## src/hw/hsq_regs.svh

```systemverilog
// Functional notes
// RL1: 28 off: rev rise, fwd fall, rev rise
// RL2: 28 on: fwd slow fall, rev slow rise
// RL3: 28 limit: fwd fast fall, rev slow rise
// RL4: 29 off: rev fast fall, fwd slow rise
// RL5: 29 on: same as inactive case
// RL6: 29 limit: fwd rise, rev fall, fwd rise
// RL7: 30 off: rev fall, fwd rise, rev fall
// RL8: 30 on: same as inactive case
// RL9: 30 limit: fwd fast rise, rev slow fall
// RL10: Methods 31 and 32 never start motion
// RL11: 33: reverse, finish at first index pulse
// RL12: 34: forward, finish at first index pulse
// RL13: Controller selects method before starting homing
// RL14: Configurable speeds; reversals decelerate to zero first
// RL15: Final edge halts motion and signals complete
`ifndef HSQ_REGS_SVH
`define HSQ_REGS_SVH
// =====================================================================
// Method codes
// =====================================================================
`define HSQ_METHOD_28 8'h1C
`define HSQ_METHOD_29 8'h1D
`define HSQ_METHOD_30 8'h1E
`define HSQ_METHOD_31 8'h1F
`define HSQ_METHOD_32 8'h20
`define HSQ_METHOD_33 8'h21
`define HSQ_METHOD_34 8'h22
// =====================================================================
// Branch codes and timing
// =====================================================================
`define HSQ_BR_OFF   2'h0
`define HSQ_BR_ON    2'h1
`define HSQ_BR_LIMIT 2'h2
// Ramp update interval in ns and its count of 10 ns clock cycles.
`define HSQ_RAMP_TICK_NS  1000
`define HSQ_CLK_PERIOD_NS 10
`define HSQ_RAMP_TICK_CYC (`HSQ_RAMP_TICK_NS / `HSQ_CLK_PERIOD_NS)
`define HSQ_RAMP_STEP     16
`endif

```

## src/hw/hsq_pkg.sv

```systemverilog
// =====================================================================
// Types shared by the homing sequencer
// =====================================================================
package hsq_pkg;
   // Sequencer states.
   typedef enum logic [1:0] {ST_IDLE, ST_RUN, ST_DECEL} hsq_state_e;
   // What a search step waits for.
   typedef enum logic [1:0] {EV_RISE, EV_FALL, EV_INDEX} hsq_event_e;
   // One search step of a homing procedure.
   typedef struct packed {
      logic       valid;   // Step exists.
      logic       rev;     // Reverse direction.
      logic       fast;    // High speed.
      hsq_event_e kind;    // Event that ends the step.
      logic       last;    // Ending event finishes homing.
   } hsq_step_s;
endpackage : hsq_pkg

```

## src/hw/hsq_ramp.sv

```systemverilog
`timescale 1ns/1ns
`include "hsq_regs.svh"
// =====================================================================
// Speed ramp: moves the speed toward a target once per tick
// =====================================================================
module hsq_ramp import hsq_pkg::*; #(
   parameter int SPD_W    = 16,
   parameter int STEP     = `HSQ_RAMP_STEP,
   parameter int TICK_CYC = `HSQ_RAMP_TICK_CYC
) (
   input  wire logic             i_clk,
   input  wire logic             i_rst_n,
   input  wire logic [SPD_W-1:0] i_target,
   input  wire logic             i_halt,
   output logic      [SPD_W-1:0] o_speed,
   output logic                  o_at_zero
);
   // Elaboration check: the divider is 16 bits wide and the step must fit the speed.
   if (STEP < 1 || TICK_CYC < 1 || TICK_CYC > 65536 || SPD_W < 2 ||
       (SPD_W < 31 && STEP >= (2 ** SPD_W))) begin : g_bad_param
      $error("hsq_ramp: bad parameters.");
   end

   logic [15:0]      div_q, div_d;     // Tick divider.
   logic [SPD_W-1:0] spd_q, spd_d;     // Present speed.
   logic             tick;             // One-cycle ramp enable.
   localparam logic [SPD_W-1:0] STEP_W = SPD_W'(STEP);

   // Divider and ramp next values; a halt drops speed at once.
   always_comb begin
      tick  = (div_q == 16'(TICK_CYC - 1));
      div_d = tick ? 16'h0000 : div_q + 16'h0001;
      spd_d = spd_q;
      if (i_halt) begin
         spd_d = '0;
      end else if (tick) begin
         if (spd_q < i_target) begin
            spd_d = (i_target - spd_q > STEP_W) ? spd_q + STEP_W : i_target;
         end else if (spd_q > i_target) begin
            spd_d = (spd_q - i_target > STEP_W) ? spd_q - STEP_W : i_target;
         end
      end
   end

   // Registers only.
   always_ff @(posedge i_clk or negedge i_rst_n) begin
      if (!i_rst_n) begin
         div_q <= 16'h0000;
         spd_q <= '0;
      end else begin
         div_q <= div_d;
         spd_q <= spd_d;
      end
   end

   assign o_speed   = spd_q;
   assign o_at_zero = (spd_q == '0);
endmodule : hsq_ramp

```

## src/hw/hsq_top.sv

```systemverilog
`timescale 1ns/1ns
`include "hsq_regs.svh"
// =====================================================================
// Homing sequencer for methods 28 to 34
// =====================================================================
module hsq_top import hsq_pkg::*; #(
   parameter int SPD_W    = 16,
   parameter int STEP     = `HSQ_RAMP_STEP,
   parameter int TICK_CYC = `HSQ_RAMP_TICK_CYC
) (
   input  wire logic             I_SYS_CLK,
   input  wire logic             I_RESET_N,
   input  wire logic             I_START,
   input  wire logic [7:0]       I_METHOD,
   input  wire logic [SPD_W-1:0] I_HIGH_SPEED,
   input  wire logic [SPD_W-1:0] I_LOW_SPEED,
   input  wire logic             I_HOME_SW,
   input  wire logic             I_REV_LIMIT,
   input  wire logic             I_INDEX,
   output logic      [SPD_W-1:0] O_SPEED,
   output logic                  O_DIR_REV,
   output logic                  O_BUSY,
   output logic                  O_DONE,
   output logic                  O_ERROR
);
   // =====================================================================
   // Reset release and pin synchronisers
   // =====================================================================
   logic       rst_m, rst_n;           // Reset release pair.
   logic [2:0] home_p, idx_p;          // Pin pipelines; bit 0 is first stage.
   logic [1:0] lim_p;                  // Limit pipeline; only its level is used.

   // Reset is asserted at once and released through two flops.
   always_ff @(posedge I_SYS_CLK or negedge I_RESET_N) begin
      if (!I_RESET_N) begin
         rst_m <= 1'b0;
         rst_n <= 1'b0;
      end else begin
         rst_m <= 1'b1;
         rst_n <= rst_m;
      end
   end

   // Pins pass two flops; the third stage only feeds edge detection.
   always_ff @(posedge I_SYS_CLK or negedge rst_n) begin
      if (!rst_n) begin
         home_p <= 3'h0;
         lim_p  <= 2'h0;
         idx_p  <= 3'h0;
      end else begin
         home_p <= {home_p[1:0], I_HOME_SW};
         lim_p  <= {lim_p[0], I_REV_LIMIT};
         idx_p  <= {idx_p[1:0], I_INDEX};
      end
   end

   logic home_s, home_rise, home_fall, idx_rise, lim_s;
   assign home_s    = home_p[1];
   assign home_rise = home_p[1] & ~home_p[2];
   assign home_fall = ~home_p[1] & home_p[2];
   assign idx_rise  = idx_p[1] & ~idx_p[2];
   assign lim_s     = lim_p[1];

   // =====================================================================
   // Step table
   // =====================================================================
   function automatic hsq_step_s mk(input logic r, input logic f, input hsq_event_e k,
                                    input logic l);
      mk = '{valid: 1'b1, rev: r, fast: f, kind: k, last: l};
   endfunction : mk

   // Returns one search step of a method, branch and step index.
   function automatic hsq_step_s get_step(input logic [7:0] m, input logic [1:0] b,
                                          input logic [1:0] i);
      hsq_step_s s;
      s = '0;
      case (m)
         `HSQ_METHOD_28: begin
            if (b == `HSQ_BR_OFF) begin
               case (i)   // RL1
                  2'd0:    s = mk(1'b1, 1'b1, EV_RISE, 1'b0);
                  2'd1:    s = mk(1'b0, 1'b0, EV_FALL, 1'b0);
                  2'd2:    s = mk(1'b1, 1'b0, EV_RISE, 1'b1);
                  default: s = '0;
               endcase
            end else if (b == `HSQ_BR_ON) begin
               case (i)   // RL2
                  2'd0:    s = mk(1'b0, 1'b0, EV_FALL, 1'b0);
                  2'd1:    s = mk(1'b1, 1'b0, EV_RISE, 1'b1);
                  default: s = '0;
               endcase
            end else begin
               case (i)   // RL3
                  2'd0:    s = mk(1'b0, 1'b1, EV_FALL, 1'b0);
                  2'd1:    s = mk(1'b1, 1'b0, EV_RISE, 1'b1);
                  default: s = '0;
               endcase
            end
         end
         `HSQ_METHOD_29: begin
            if (b != `HSQ_BR_LIMIT) begin
               case (i)   // RL4 RL5
                  2'd0:    s = mk(1'b1, 1'b1, EV_FALL, 1'b0);
                  2'd1:    s = mk(1'b0, 1'b0, EV_RISE, 1'b1);
                  default: s = '0;
               endcase
            end else begin
               case (i)   // RL6
                  2'd0:    s = mk(1'b0, 1'b1, EV_RISE, 1'b0);
                  2'd1:    s = mk(1'b1, 1'b0, EV_FALL, 1'b0);
                  2'd2:    s = mk(1'b0, 1'b0, EV_RISE, 1'b1);
                  default: s = '0;
               endcase
            end
         end
         `HSQ_METHOD_30: begin
            if (b != `HSQ_BR_LIMIT) begin
               case (i)   // RL7 RL8
                  2'd0:    s = mk(1'b1, 1'b1, EV_FALL, 1'b0);
                  2'd1:    s = mk(1'b0, 1'b0, EV_RISE, 1'b0);
                  2'd2:    s = mk(1'b1, 1'b0, EV_FALL, 1'b1);
                  default: s = '0;
               endcase
            end else begin
               case (i)   // RL9
                  2'd0:    s = mk(1'b0, 1'b1, EV_RISE, 1'b0);
                  2'd1:    s = mk(1'b1, 1'b0, EV_FALL, 1'b1);
                  default: s = '0;
               endcase
            end
         end
         `HSQ_METHOD_33: s = (i == 2'd0) ? mk(1'b1, 1'b0, EV_INDEX, 1'b1) : '0; // RL11
         `HSQ_METHOD_34: s = (i == 2'd0) ? mk(1'b0, 1'b0, EV_INDEX, 1'b1) : '0; // RL12
         default:        s = '0;   // Reserved and unknown codes have no steps.
      endcase
      get_step = s;
   endfunction : get_step

   // =====================================================================
   // Sequencer state
   // =====================================================================
   hsq_state_e       state_q, state_d;     // Sequencer state.
   logic [7:0]       method_q, method_d;   // Method latched at start.
   logic [1:0]       br_q, br_d;           // Branch of the procedure.
   logic [1:0]       idx_q, idx_d;         // Step index.
   logic             dir_q, dir_d;         // Direction, reverse when high.
   logic             done_q, done_d;       // Homing complete.
   logic             err_q, err_d;         // Start refused or limit hit.
   logic             halt;                 // Drops speed to zero at once.
   logic [SPD_W-1:0] target;               // Ramp target speed.
   logic             at_zero;              // Ramp at standstill.
   logic             hit;                  // Ending event of the step seen.
   hsq_step_s        cur;                  // Present step.
   hsq_step_s        start_step;           // First step of the method offered at start.

   assign cur        = get_step(method_q, br_q, idx_q);
   assign start_step = get_step(I_METHOD, `HSQ_BR_OFF, 2'd0);

   // Step event detection; only counts once moving the step's way.
   always_comb begin
      case (cur.kind)
         EV_RISE:  hit = home_rise;
         EV_FALL:  hit = home_fall;
         EV_INDEX: hit = idx_rise;
         default:  hit = 1'b0;
      endcase
      hit = hit & (dir_q == cur.rev) & ~at_zero;
   end

   // Next state of the sequencer.
   always_comb begin
      state_d  = state_q;
      method_d = method_q;
      br_d     = br_q;
      idx_d    = idx_q;
      dir_d    = dir_q;
      done_d   = done_q;
      err_d    = err_q;
      halt     = 1'b0;
      target   = '0;
      case (state_q)
         ST_IDLE: begin
            if (I_START) begin
               done_d   = 1'b0;
               method_d = I_METHOD;
               br_d     = home_s ? `HSQ_BR_ON : `HSQ_BR_OFF;
               idx_d    = 2'd0;
               // Reserved and unknown methods are refused without motion.
               if (start_step.valid) begin   // RL10
                  state_d = ST_RUN;
                  err_d   = 1'b0;
               end else begin
                  err_d = 1'b1;
               end
            end
         end
         ST_RUN: begin
            // Direction may only change from standstill.
            if (at_zero) begin
               dir_d = cur.rev;   // RL14
            end
            if (dir_q == cur.rev) begin
               target = cur.fast ? I_HIGH_SPEED : I_LOW_SPEED;   // RL14
            end
            if (hit && cur.last) begin
               halt    = 1'b1;   // RL15
               done_d  = 1'b1;   // RL15
               state_d = ST_IDLE;
            end else if (hit) begin
               idx_d   = idx_q + 2'd1;
               state_d = ST_DECEL;   // RL14
            end else if (lim_s && cur.rev && !at_zero) begin
               if (idx_q == 2'd0 && cur.fast && br_q != `HSQ_BR_LIMIT) begin
                  br_d    = `HSQ_BR_LIMIT;   // RL3 RL6 RL9
                  state_d = ST_DECEL;
               end else begin
                  halt    = 1'b1;
                  err_d   = 1'b1;
                  state_d = ST_IDLE;
               end
            end
         end
         ST_DECEL: begin
            // Every step change passes through standstill.
            if (at_zero) begin
               state_d = ST_RUN;   // RL14
            end
         end
         default: begin
            state_d = ST_IDLE;
         end
      endcase
   end

   // Registers only.
   always_ff @(posedge I_SYS_CLK or negedge rst_n) begin
      if (!rst_n) begin
         state_q  <= ST_IDLE;
         method_q <= 8'h00;
         br_q     <= 2'h0;
         idx_q    <= 2'h0;
         dir_q    <= 1'b0;
         done_q   <= 1'b0;
         err_q    <= 1'b0;
      end else begin
         state_q  <= state_d;
         method_q <= method_d;
         br_q     <= br_d;
         idx_q    <= idx_d;
         dir_q    <= dir_d;
         done_q   <= done_d;
         err_q    <= err_d;
      end
   end

   // =====================================================================
   // Speed ramp and outputs
   // =====================================================================
   hsq_ramp #(.SPD_W(SPD_W), .STEP(STEP), .TICK_CYC(TICK_CYC)) u_ramp (
      .i_clk     (I_SYS_CLK),
      .i_rst_n   (rst_n),
      .i_target  (target),
      .i_halt    (halt),
      .o_speed   (O_SPEED),
      .o_at_zero (at_zero)
   );

   assign O_DIR_REV = dir_q;
   assign O_BUSY    = (state_q != ST_IDLE);
   assign O_DONE    = done_q;
   assign O_ERROR   = err_q;

   // =====================================================================
   // Checks
   // =====================================================================
   chk_reserved_refused: // RL10
   assert property (@(posedge I_SYS_CLK) disable iff (!rst_n)
      (state_q == ST_IDLE && I_START &&
       (I_METHOD == `HSQ_METHOD_31 || I_METHOD == `HSQ_METHOD_32))
      |=> (state_q == ST_IDLE && err_q) ##1 O_SPEED == '0)
      else $error("Reserved method started motion.");

   chk_done_stopped: // RL15
   assert property (@(posedge I_SYS_CLK) disable iff (!rst_n)
      $rose(done_q) |-> O_SPEED == '0 && state_q == ST_IDLE)
      else $error("Done raised while moving.");

   chk_dir_at_rest: // RL14
   assert property (@(posedge I_SYS_CLK) disable iff (!rst_n)
      (dir_q != $past(dir_q)) |-> $past(O_SPEED) == '0)
      else $error("Direction changed while moving.");

   chk_m28_off_start: // RL1
   assert property (@(posedge I_SYS_CLK) disable iff (!rst_n)
      (state_q == ST_IDLE && I_START && I_METHOD == `HSQ_METHOD_28 && !home_s)
      |=> state_q == ST_RUN && cur.rev && cur.fast && cur.kind == EV_RISE ##1 dir_q)
      else $error("Method 28 inactive start wrong.");

   chk_m28_on_start: // RL2
   assert property (@(posedge I_SYS_CLK) disable iff (!rst_n)
      (state_q == ST_IDLE && I_START && I_METHOD == `HSQ_METHOD_28 && home_s)
      |=> !cur.rev && !cur.fast && cur.kind == EV_FALL ##1 !dir_q)
      else $error("Method 28 active start wrong.");

   chk_limit_turn: // RL3
   assert property (@(posedge I_SYS_CLK) disable iff (!rst_n)
      (state_q == ST_RUN && method_q == `HSQ_METHOD_28 && br_q == `HSQ_BR_OFF &&
       idx_q == 2'd0 && lim_s && !hit && !at_zero && dir_q)
      |=> state_q == ST_DECEL && br_q == `HSQ_BR_LIMIT && !cur.rev && cur.fast)
      else $error("Limit did not turn the search.");

   chk_m29_any_level: // RL4
   assert property (@(posedge I_SYS_CLK) disable iff (!rst_n)
      (state_q == ST_IDLE && I_START && I_METHOD == `HSQ_METHOD_29)
      |=> cur.rev && cur.fast && cur.kind == EV_FALL)
      else $error("Method 29 first search wrong.");

   chk_index_finish: // RL11
   assert property (@(posedge I_SYS_CLK) disable iff (!rst_n)
      (state_q == ST_RUN && method_q == `HSQ_METHOD_33 && idx_rise && dir_q && !at_zero)
      |=> done_q && O_SPEED == '0 && !O_BUSY)
      else $error("Index pulse did not finish homing.");

   chk_m34_forward: // RL12
   assert property (@(posedge I_SYS_CLK) disable iff (!rst_n)
      (state_q == ST_RUN && method_q == `HSQ_METHOD_34)
      |-> !cur.rev && cur.kind == EV_INDEX && (at_zero || !O_DIR_REV))
      else $error("Method 34 not forward index search.");
endmodule : hsq_top

```

## config.mk

```make
export PLATFORM = sky130hd
export DESIGN_NAME = hsq_top
export DESIGN_NICKNAME = d
export VERILOG_FILES = /design/src/hw/hsq_pkg.sv /design/src/hw/hsq_ramp.sv /design/src/hw/hsq_top.sv
export VERILOG_INCLUDE_DIRS = /design/src /design/src/hw
export SDC_FILE = /design/constraint.sdc
export NUM_CORES = 1
export LEC_CHECK = 0
export BUFFER_PORTS_ARGS = -buffer_cell sky130_fd_sc_hd__clkbuf_2
export CORE_MARGIN = 8
export CORE_UTILIZATION = 45
export DETAILED_ROUTE_END_ITERATION = 16
export GPL_TIMING_DRIVEN = 0
export PLACE_DENSITY_LB_ADDON = 0.2
export SETUP_SLACK_MARGIN = 0.3
export SYNTH_ARGS = -nofsm -noshare
export SYNTH_HDL_FRONTEND = slang
export SYNTH_HIERARCHICAL = 1
export SYNTH_SLANG_ARGS = --single-unit
```

## constraint.sdc

```tcl
create_clock -name I_SYS_CLK -period 3.38 [get_ports I_SYS_CLK]
set_clock_uncertainty 0.05 [all_clocks]
set_input_delay 0.676 -clock I_SYS_CLK [delete_from_list [all_inputs] [get_ports I_SYS_CLK]]
set_output_delay 0.676 -clock I_SYS_CLK [all_outputs]
set_load 0.01 [all_outputs]
```

==> results of run 1 <==
==> worst reg2reg max path: cells and delay by family, from the launching register on <==
| kind | cells | cell delay (ps) |
|---|---|---|
| buffers and inverters | 6 | 890 |
| muxes | 2 | 520 |
| and+or+nand+nor | 6 | 1200 |
| adders and majority gates | 2 | 560 |
| DFF | 1 | 400 |
| AOI/OAI and AO/OA | 7 | 1390 |
==> metrics by stage <==
stage                       util  worst slack [ps]
after floorplan                -             -1350
after global placement    0.5214             -2364
after detailed placement  0.5237             -2313
after CTS                 0.6105             -1669
after global routing      0.6558             -1927
final                     0.6558             -1730
==> layer usage <==
metal | vias to the layer above | part of all wire
met5 | - | 0
met4 | 0 | 0.019
met3 | 43 | 0.090
met2 | 338 | 0.47
met1 | 2981 | 0.43
li1 | 2935 | -
==> cells in the final DEF (no fill, tap or decap), types with 19 or more instances in the layout <==
master | netlist | layout
clkbuf_2 | 0 | 66
dfrtp_1 | 59 | 56
mux2i_1 | 21 | 20
ha_1 | 41 | 25
nand2_1 | 82 | 76
buf_4 | 3 | 68
xnor2_1 | 25 | 25
nor2_1 | 66 | 48
nand3_1 | 24 | 21
inv_1 | 48 | 37
nor3_1 | 21 | 20
buf_6 | 4 | 19
a21oi_1 | 44 | 30
==> path summary, 6_finish.rpt <==
kind                                       to        start  slack (ps)
max                        u_ramp/o_speed[11]  method_q[5]       -1730
min                                     rst_m    I_RESET_N          70
max reg2reg                u_ramp/o_speed[11]  method_q[5]       -1730
min reg2reg                          lim_p[1]     lim_p[0]         290
max in group asynchronous         method_q[3]        rst_n        2360
min in group I_SYS_CLK               lim_p[1]     lim_p[0]         290
==> flip-flops by register name (all words and copies together) (netlist names) <==
signal	flops
u_ramp/div_q	16
u_ramp/o_speed	16
method_q	8
home_p	3
idx_p	3
br_q	2
idx_q	2
lim_p	2
state_q	2
O_DIR_REV	1
O_DONE	1
O_ERROR	1
rst_m	1
rst_n	1
==> power breakdown <==
| group | switching, mW | internal (mW) |
|---|---|---|
| combinational | 1.13 | 0.898 |
| clock | 0.345 | 0.726 |
| sequential | 0.0431 | 0.743 |
==> timing repair <==
action / 4_1_cts / 5_1_grt
endpoints found under the hold margin: 0 / 0
setup buffers: 47 / 27
gates resized for setup: 82 / 76
gates cloned: 1 / 1
pin swaps: 30 / 46
setup endpoints to repair: 16 / 16
==> logic make-up after synthesis <==
kind of cell               count (synthesis)  synth area share
muxes                                     25           0.04644
other                                      1         0.0006444
AOI/OAI and AO/OA                        190            0.2350
buffers and inverters                     84           0.06321
DFF                                       59            0.2537
adders and majority gates                 42           0.09159
xor gates and xnor gates                  38           0.05719
and+or+nand+nor                          288            0.2522
==> final cells by class <==
class,instances,area (µm²)
buffer,35,350.3
sequential,59,1480
timing repair buffer,142,982.2
multi-input combinational,584,4715
tap,172,215.2
clock inverter,7,125.1
inverter,48,182.7
fill,1057,4344
clock buffer,9,225.2
==> summary.txt, run 1 <==
Synthesis
  – Register area share after synthesis: 0.2537
  – Post-Synthesis Cell Area: roughly 5800 µm²
  – Synth warn: 6
  – #FFs+latches synth: 59
  – Synth top cells by count: 82 x nand2_1, 66 x nor2_1, 59 x dfrtp_1, 48 x inv_1, 44 x a21oi_1
  – Synthesized net count: about 800
  – Largest cells by area after synthesis: dfrtp_1 25%, ha_1 8.8%, nand2_1 5.3%
  – Post-synth EDFFs: 0
  – Synth cell types: 96
  – Cell taking the most area after synthesis: dfrtp_1
  – Avg Cell Area, Syn: about 8 µm²
  – Share of the synthesized area in the top cell type: 0.2537
  – Mapped Cells: around 730
  – Top-count cell post-synth: nand2_1
  – Post-synth top flop: dfrtp_1
  – Asr flop ratio synth: 1.000

Worst setup path
  – CP required: 3570 ps
  – CP max stage cell: dfrtp_1
  – Worst Setup Start Kind: flop
  – FF-to-FF path depth: 23
  – Max incr delay on CP: ~400 ps
  – Critical-path maximum fanout: 10
  – WS Path Type: flop to flop
  – CP Capture Type: flop
  – Cell count along the critical path: 23
  – Crit path DAT: about 5300 ps
  – Top Family by Delay on Critical Path: compound AO/OA/AOI/OAI gates
  – Critical-path cell list: and2b_2 -> nand4_1 -> buf_4 -> buf_4 -> a21o_1 -> buf_6 -> buf_6 -> mux2i_2 -> nor2_4 -> inv_1 -> ha_2 -> fa_2 -> nand2b_4 -> a211oi_4 -> mux2_4 -> a211oi_4 -> nand4bb_4 -> nor4_4 -> buf_4 -> a21oi_2 -> a21oi_2 -> o221a_1 -> a2bb2oi_1
  – Worst path bufs/invs: 6
  – CP dominant cell by count: buf_4

Floorplanning
  – CORE AREA: between 10000 and 15000 µm²
  – Initial Util: 0.4611
  – Die width: 129.7 µm
  – Die footprint: between 15000 and 20000 µm²
  – Row count: just over 40
  – Die Y: roughly 130 µm
  – I/O Pins: between 60 and 70

Clocking
  – Htree depth: 3
  – Clk Latency, worst-skew pair: approximately 330 ps
  – Clock transition at the registers of the reported paths: 60 ps
  – CTS tree: yes
  – Sink Count: a little under 60
  – CTS root buffer: clkbuf_16
  – CTS Hold Buffers Added: 0
  – Clock Tree Buf Depth: 2
  – Num CTS Buffers: 9

Timing
  – RSZ-0062 raised after global routing: yes
  – Hold Violations, Final: 0
  – Worst setup margin: -1730 ps
  – Worst-Margin Slew: 851.0 ps
  – Hold_ws: 69.14 ps
  – Slew Viols, Final: 0
  – Period minus WS final: between 5000 and 6000 ps
  – Final setup vio count: 16
  – Slew headroom: 0.4306
  – Peak Freq: ~0.2 GHz
  – Tcrit/Tclk final: 1.512
  – Setup TNS: -26280 ps

Place
  – Placed insts: between 900 and 1000
  – Placer Congestion: between 0.9 and 1
  – Port bufs: 65
  – Final HPWL DP: ~14000 µm
  – DP Area: about 6600 µm²

Drt
  – Drt total wl: roughly 20000 µm
  – Routed wire per std cell: roughly 19 µm
  – Iter 0 DRT Violations: 643
  – TritonRoute pass-1 iters: 6
  – DRC: 0
  – Total vias in the final route: 6297
  – Via density: 5.963
  – Antenna viol nets, final: 0

Global routing
  – Global routing met2 resource utilization: 0.3629
  – First-pass GRT wire length: 30290 µm
  – Busiest grt layer: met2
  – Overall global routing resource usage: 0.2255
  – Largest net degree at the start of global routing: 34
  – Met1 Use GR: 0.2990
  – GRT Residual Overflow: 0
  – Initial antenna violation count: 0
  – Vias in the first global route: roughly 6000
  – Met3 Use GR: 0.05304

Min path
  – Hold Crit Class: primary input to async pin

Pwr
  – Leak pwr: 3.705 nW
  – Worst VDD drop: 0.3739 mV
  – Cell area power density: between 400 and 500 nW/µm²
  – Pwr Total: a little under 4 mW

Finish
  – Layout cells sized above 1: 0.3665
  – Antenna diode count: 0
  – Area growth from synthesis to layout: 42.21%
  – Layout Nets: just under 1000
  – Layout Cells excl Fill: 1056
  – Fin area: just over 8000 µm²

Run status
  – Failing checks: setup timing
  – Outcome: finished with violations

Run
  – Max cap viols: 0
(Power assumes the default switching activity.)
==> inputs of run 2 (changes only) <==
==> constraint.sdc (replaced) <==
create_clock -name I_SYS_CLK -period 6.44 [get_ports I_SYS_CLK]
set_clock_uncertainty 0.05 [all_clocks]
set_input_delay 1.288 -clock I_SYS_CLK [delete_from_list [all_inputs] [get_ports I_SYS_CLK]]
set_output_delay 1.288 -clock I_SYS_CLK [all_outputs]
set_load 0.01 [all_outputs]
==> run 2 against run 1 <==
The flow now finishes without violations. Die area stayed put. Register-to-register slack better by 2400 ps. Routed wire length is 13% lower. Critical path type unchanged.
==> summary.txt, run 2 (synthesis gave the netlist of run 1 again) <==
Run status
  – Outcome: completed (was finished with violations)

Drt
  – Drt total wl: 17270 µm (was 19840 µm)
  – Total vias in the final route: 5728 (was 6297)
  – Routed wire per std cell: 17.60 µm (was 18.79 µm)
  – DRC: 0 (unchanged)
  – Via density: 5.839 (was 5.963)
  – Iter 0 DRT Violations: 615 (was 643)
  – TritonRoute pass-1 iters: 5 (was 6)
  – Antenna viol nets, final: 0 (unchanged)

Finish
  – Most frequent cells in the layout: 82 x nand2_1, 68 x clkbuf_2, 65 x nor2_1, 58 x dfrtp_1, 48 x inv_1 (was 76 x nand2_1, 68 x buf_4, 66 x clkbuf_2, 56 x dfrtp_1, 48 x nor2_1)
  – Fin area: 6802 µm² (was 8275 µm²)
  – Fillers: 1206 (was 1057)
  – Commonest non-fill, non-tap cell in the layout: nand2_1 (unchanged)
  – Antenna diode count: 0 (unchanged)
  – Layout cells sized above 1: 0.1792 (was 0.3665)
  – Layout Nets: 892 (was 967)
  – Area growth from synthesis to layout: 16.88% (was 42.21%)

Floorplanning
  – Initial Util: 0.4611 (unchanged)
  – Die width: 129.7 µm (unchanged)
  – Row count: 41 (unchanged)
  – CORE AREA: 12620 µm² (unchanged)
  – Die Y: 129.7 µm (unchanged)
  – Die footprint: 16830 µm² (unchanged)
  – I/O Pins: 66 (unchanged)

Pwr
  – Pwr Total: 1.707 mW (was 3.887 mW)
  – Leak pwr: 3.191 nW (was 3.705 nW)
  – Cell area power density: 250.9 nW/µm² (was 469.7 nW/µm²)
  – Worst VDD drop: 0.1154 mV (was 0.3739 mV)

Clocking
  – CTS Hold Buffers Added: 0 (unchanged)
  – Clock transition at the registers of the reported paths: 50 ps (was 60 ps)
  – CTS root buffer: clkbuf_16 (unchanged)
  – CTS tree: yes (unchanged)
  – Htree depth: 3 (unchanged)
  – Clock Tree Buf Depth: 2 (unchanged)
  – Resize count post-CTS: 6 (was 82)
  – Sink Count: 59 (unchanged)
  – Num CTS Buffers: 9 (unchanged)
  – Clk Latency, worst-skew pair: 330 ps (about the same)
  – Setup Fix Bufs, Post-CTS: 0 (was 47)

Worst setup path
  – Crit path DAT: 5920 ps (was 5300 ps)
  – Worst Setup Start Kind: flop (unchanged)
  – Top Family by Delay on Critical Path: simple AND/OR/NAND/NOR gates (was compound AO/OA/AOI/OAI gates)
  – Critical-path maximum fanout: 10 (unchanged)
  – CP max stage cell: or4_4 (was dfrtp_1)
  – CP Capture Type: flop (unchanged)
  – Worst path bufs/invs: 7 (was 6)
  – CP required: 6580 ps (was 3570 ps)
  – Critical-path cell list: inv_1 -> ha_2 -> inv_1 -> or3_1 -> a21o_1 -> buf_6 -> buf_2 -> mux2i_1 -> nor2_1 -> inv_1 -> ha_1 -> and2_1 -> buf_6 -> and3_4 -> and2_4 -> or4_1 -> a32oi_1 -> nand4_1 -> or4_4 -> o21a_4 -> buf_2 -> o21ai_0 -> a21oi_1 (was and2b_2 -> nand4_1 -> buf_4 -> buf_4 -> a21o_1 -> buf_6 -> buf_6 -> mux2i_2 -> nor2_4 -> inv_1 -> ha_2 -> fa_2 -> nand2b_4 -> a211oi_4 -> mux2_4 -> a211oi_4 -> nand4bb_4 -> nor4_4 -> buf_4 -> a21oi_2 -> a21oi_2 -> o221a_1 -> a2bb2oi_1)
  – CP dominant cell by count: inv_1 (was buf_4)
  – Max incr delay on CP: 570 ps (was 400 ps)
  – WS Path Type: flop to flop (unchanged)

Timing
  – Slew headroom: 0.4444 (was 0.4306)
  – Period minus WS final: 5782 ps (was 5110 ps)
  – Worst-Margin Slew: 830.4 ps (was 851.0 ps)
  – Final setup vio count: 0 (was 16)
  – RSZ-0062 raised after global routing: no (was yes)
  – Tcrit/Tclk final: 0.8979 (was 1.512)
  – Peak Freq: 0.1729 GHz (was 0.1957 GHz)
  – Hold Violations, Final: 0 (unchanged)
  – Slew Viols, Final: 0 (unchanged)

Place
  – DP Area: 6381 µm² (was 6609 µm²)
  – Final HPWL DP: 13480 µm (was 13560 µm)
  – Placer Congestion: 0.9216 (was 0.9418)
  – Port bufs: 65 (unchanged)

Run
  – Max cap viols: 0 (unchanged)

Global routing
  – GRT Residual Overflow: 0 (unchanged)
  – Largest net degree at the start of global routing: 39 (was 34)
  – First-pass GRT wire length: 28410 µm (was 30290 µm)
  – Initial antenna violation count: 0 (unchanged)
  – Overall global routing resource usage: 0.2096 (was 0.2255)
  – Vias in the first global route: 5544 (was 5989)

Min path
  – Hold Crit Class: flop to async pin (was primary input to async pin)
==> run 2: cell count changes in the layout (fill, tap and decap cells not counted), sizes merged <==
cell / change
inv: -1
clkinv: -2
bufinv: -1
clkbuf: +7
buf: -78
==> run 2: per-stage QoR <==
stage               instances  setup slack (ps)  utilization  hold WS, ps  TNS (ps)
global route              981             293.5       0.5390        217.2         0
finish                    981             657.7       0.5390        172.2         0
global placement          964            -49.51       0.5040        286.2    -49.51
floorplan                 727              1119            -        281.2         0
CTS                       981             266.4       0.5352        192.9         0
detailed placement        965            -73.15       0.5057        189.4    -73.15
==> run 2: path summary, 6_finish.rpt <==
| kind | startpoint | endpoint | slack (ps) | cells after the start |
|---|---|---|---|---|
| worst max-delay path | idx_q[0] | u_ramp/o_speed[1] | 660 | 23 |
| worst max register to register | idx_q[0] | u_ramp/o_speed[1] | 660 | 23 |
| max in group asynchronous | I_RESET_N | rst_n | 5540 | 1 |
| worst min-delay path | rst_n | method_q[4] | 170 | 0 |
| min in group I_SYS_CLK | lim_p[0] | lim_p[1] | 290 | 0 |
| worst min register to register | rst_n | method_q[4] | 170 | 0 |
==> run 2: cell type report <==
class	count	area, µm²	area share
plain buffers	36	196.4	0.02888
clock buffers	13	270.3	0.03974
clock inverters	3	68.82	0.01012
inverters	48	180.2	0.02649
multi-input cells	584	4048	0.5951
flip-flops and latches	59	1478	0.2173
well taps	172	215.2	0.03164
repair buffers	66	345.3	0.05077
==> run 2: power breakdown <==
part | total (mW) | internal, mW | switching [mW]
logic | 0.760 | 0.293 | 0.468
clock network | 0.537 | 0.371 | 0.166
registers | 0.409 | 0.390 | 0.0194
total | 1.71 | 1.05 | 0.653
==> run 2: routing by layer <==
metal,part of all wire,track usage
met1,0.47,0.2954
met2,0.45,0.3299
met3,0.069,0.03386
met4,0.0086,0.04577
met5,0,0
==> inputs of run 3 (changes only) <==
--- a/config.mk
+++ b/config.mk
@@ -6,6 +6,7 @@
 export SDC_FILE = /design/constraint.sdc
 export NUM_CORES = 1
 export LEC_CHECK = 0
+export ABC_AREA = 1
 export BUFFER_PORTS_ARGS = -buffer_cell sky130_fd_sc_hd__clkbuf_2
 export CORE_MARGIN = 8
 export CORE_UTILIZATION = 45
==> run 3 against run 2 <==
Routed wire length rose by 2.0%. Synthesized area rose by 8.4%. Design area grew 5.9%. Global-route usage fell by 1.2 points. Fmax rose by 17%. Utilization decreased by 1.6 points. Critical path depth rose by 2. Non-clock buffer count decreased by 20. Critical path type unchanged. Synthesized cell count up 43%. Via count increased by 13%.
==> summary.txt, run 3 <==
Floorplanning
  – Row count: 43 (was 41)
  – CORE AREA: 13770 µm² (was 12620 µm²)
  – Die footprint: 18060 µm² (was 16830 µm²)
  – Initial Util: 0.4580 (was 0.4611)
  – I/O Pins: 66 (unchanged)
  – Die Y: 134.4 µm (was 129.7 µm)
  – Die width: 134.4 µm (was 129.7 µm)

Worst setup path
  – Worst Setup Start Kind: flop (unchanged)
  – CP required: 6630 ps (was 6580 ps)
  – Crit path DAT: 5130 ps (was 5920 ps)
  – WS Path Type: flop to flop (unchanged)
  – Critical-path maximum fanout: 10 (unchanged)
  – CP Capture Type: flop (unchanged)
  – Max incr delay on CP: 450 ps (was 570 ps)
  – CP max stage cell: ha_1 (was or4_4)
  – CP dominant cell by count: nand2_1 (was inv_1)
  – FF-to-FF path depth: 25 (was 23)

Timing
  – Hold_ws: 250.3 ps (was 172.2 ps)
  – Slew Viols, Final: 0 (unchanged)
  – Final setup vio count: 0 (unchanged)
  – Worst setup margin: 1502 ps (was 657.7 ps)
  – Worst-Margin Slew: 720.2 ps (was 830.4 ps)
  – Slew headroom: 0.5154 (was 0.4444)
  – Peak Freq: 0.2025 GHz (was 0.1729 GHz)
  – Hold Violations, Final: 0 (unchanged)
  – RSZ-0062 raised after global routing: no (unchanged)
  – Period minus WS final: 4939 ps (was 5782 ps)
  – Setup TNS: 0 ps (unchanged)
  – Tcrit/Tclk final: 0.7668 (was 0.8979)

Clocking
  – Htree depth: 3 (unchanged)
  – Sink Count: 59 (unchanged)
  – CTS root buffer: clkbuf_16 (unchanged)
  – Clk Latency, worst-skew pair: 330 ps (about the same)
  – Num CTS Buffers: 9 (unchanged)
  – CTS Hold Buffers Added: 0 (unchanged)
  – Clock transition at the registers of the reported paths: 50 ps (about the same)
  – Setup Fix Bufs, Post-CTS: 0 (unchanged)
  – CTS tree: yes (unchanged)
  – Clock Tree Buf Depth: 2 (unchanged)
  – Resize count post-CTS: 0 (was 6)

Global routing
  – GRT Residual Overflow: 0 (unchanged)
  – First-pass GRT wire length: 29250 µm (was 28410 µm)
  – Vias in the first global route: 6162 (was 5544)
  – Initial antenna violation count: 0 (unchanged)
  – Overall global routing resource usage: 0.1974 (was 0.2096)
  – Largest net degree at the start of global routing: 31 (was 39)

Finish
  – Layout Nets: 1203 (was 892)
  – Antenna diode count: 0 (unchanged)
  – Commonest non-fill, non-tap cell in the layout: nand2_1 (unchanged)
  – Layout Cells excl Fill: 1300 (was 981)
  – Layout cells sized above 1: 0.1446 (was 0.1792)
  – Fillers: 1456 (was 1206)
  – Area growth from synthesis to layout: 14.14% (was 16.88%)
  – Most frequent cells in the layout: 360 x nand2_1, 167 x inv_1, 107 x nand3_1, 65 x clkbuf_2, 64 x nor2_1 (was 82 x nand2_1, 68 x clkbuf_2, 65 x nor2_1, 58 x dfrtp_1, 48 x inv_1)

Pwr
  – Worst VDD drop: 0.1925 mV (was 0.1154 mV)
  – Logic pwr share: 0.125 (was 0.446)
  – Int Pwr: 767.9 µW (was 1.054 mW)
  – Switch share: 0.2475 (was 0.3827)
  – Net load switching power: 252.5 µW (was 653.1 µW)
  – Part of the power in registers: 0.371 (was 0.240)
  – Leak pwr: 4.084 nW (was 3.191 nW)
  – Clock power share: 0.504 (was 0.315)
  – Cell area power density: 141.7 nW/µm² (was 250.9 nW/µm²)

Drt
  – TritonRoute pass-1 iters: 6 (was 5)
  – DRC: 0 (unchanged)
  – Iter 0 DRT Violations: 438 (was 615)
  – Total vias in the final route: 6488 (was 5728)
  – Antenna viol nets, final: 0 (unchanged)
  – Drt total wl: 17620 µm (was 17270 µm)
  – Routed wire per std cell: 13.55 µm (was 17.60 µm)
  – Via density: 4.991 (was 5.839)

Place
  – Placed insts: 1284 (was 965)
  – Placer Congestion: 0.9122 (was 0.9216)
  – Final HPWL DP: 14530 µm (was 13480 µm)
  – Post-Place Setup Slack: 1529 ps (was -73.15 ps)
  – Port bufs: 65 (unchanged)

Synthesis
  – Synth warn: 6 (unchanged)
  – Top-count cell post-synth: nand2_1 (unchanged)
  – Post-synth top flop: dfrtp_1 (unchanged)
  – Post-synth EDFFs: 0 (unchanged)
  – Post-Synthesis Cell Area: 6309 µm² (was 5819 µm²)
  – Share of the synthesized area in the top cell type: 0.2340 (was 0.2537)
  – Largest cells by area after synthesis: dfrtp_1 23%, nand2_1 21%, inv_1 9.9% (was dfrtp_1 25%, ha_1 8.8%, nand2_1 5.3%)
  – Synthesized net count: 1126 (was 815)
  – Mapped Cells: 1038 (was 727)
  – Cell taking the most area after synthesis: dfrtp_1 (unchanged)
  – #FFs+latches synth: 59 (unchanged)
  – Asr flop ratio synth: 1.000 (unchanged)
  – Avg Cell Area, Syn: 6.078 µm² (was 8.005 µm²)
  – Synth cell types: 44 (was 96)
  – Register area share after synthesis: 0.2340 (was 0.2537)
  – Synth top cells by count: 360 x nand2_1, 167 x inv_1, 107 x nand3_1, 64 x nor2_1, 59 x dfrtp_1 (was 82 x nand2_1, 66 x nor2_1, 59 x dfrtp_1, 48 x inv_1, 44 x a21oi_1)

Min path
  – Hold Crit Class: flop to async pin (unchanged)

Run
  – Max cap viols: 0 (unchanged)

Run status
  – Outcome: completed (unchanged)
-- run 3: changes by cell type after synthesis, sizes merged, moves of 12 or more --
cell,delta
clkbuf,-14
and3,-16
nor2,+17
inv,+133
nand4,+12
xnor2,-24
nand2,+298
nor3,-12
mux2i,-22
nand3,+87
a21o,-14
-- run 3: worst max-delay path: cells and delay by family (launching register included) --
family / cells / cell delay [ps]
compound gates: 6 / 1230
fa+ha+maj: 2 / 790
buf+inv: 5 / 890
flops: 1 / 410
simple gates: 12 / 1470
-- run 3: cell families after synthesis --
logic type      share of synthesized area
simple gates                       0.4514
buf+inv                            0.1242
compound gates                    0.07616
flops                              0.2340
fa+ha+maj                         0.08449
xor+xnor                          0.02916
other cells                     0.0005944
-- run 3: stage by stage --
stage	util	cell area (µm²)	total power [mW]
after floorplan	-	6309	0.4698
after global placement	0.4980	6859	0.5090
after detailed placement	0.4995	6880	0.5118
after CTS	0.5228	7201	1.033
after global routing	0.5228	7201	1.063
final	0.5228	7201	1.020
-- run 3: routing by layer --
layer  GRT usage  routed length [µm]  vias up
met4     0.07860                 481        0
met5           0                   0        -
met3     0.02543                 697       28
met1      0.2523                8015     2908
li1            -                   -     3402
met2      0.3295                8425      150
-- run 3: layout make-up --
cell class                 instances  area (µm²)  share of cell area
buffer                            16       88.84             0.01234
clock inverter                     4       73.82             0.01025
tap                              180       225.2             0.03128
sequential                        59        1478              0.2052
timing repair buffer              66       345.3             0.04796
clock buffer                      12       246.5             0.03423
inverter                         185       694.4             0.09644
multi-input combinational        778        4049              0.5623
-- run 3: path summary, 6_finish.rpt --
check	start	end	slack, ps
max in group asynchronous	rst_n	u_ramp/o_speed[1]	5500
setup / recovery	idx_q[0]	u_ramp/o_speed[9]	1500
hold / removal	rst_n	u_ramp/div_q[2]	250
setup reg to reg	idx_q[0]	u_ramp/o_speed[9]	1500
min in group I_SYS_CLK	lim_p[0]	lim_p[1]	300
hold reg to reg	rst_n	u_ramp/div_q[2]	250
-- run 3: power by group through the flow --
| stage | Sequential, mW | Clock [mW] | Combinational (mW) |
|---|---|---|---|
| 2_1_floorplan | 0.386 | 0 | 0.0834 |
| 3_3_place_gp | 0.389 | 0 | 0.120 |
| 3_5_place_dp | 0.386 | 0 | 0.126 |
| 4_1_cts | 0.379 | 0.527 | 0.127 |
| 5_1_grt | 0.380 | 0.539 | 0.144 |
| 6_report | 0.379 | 0.514 | 0.127 |
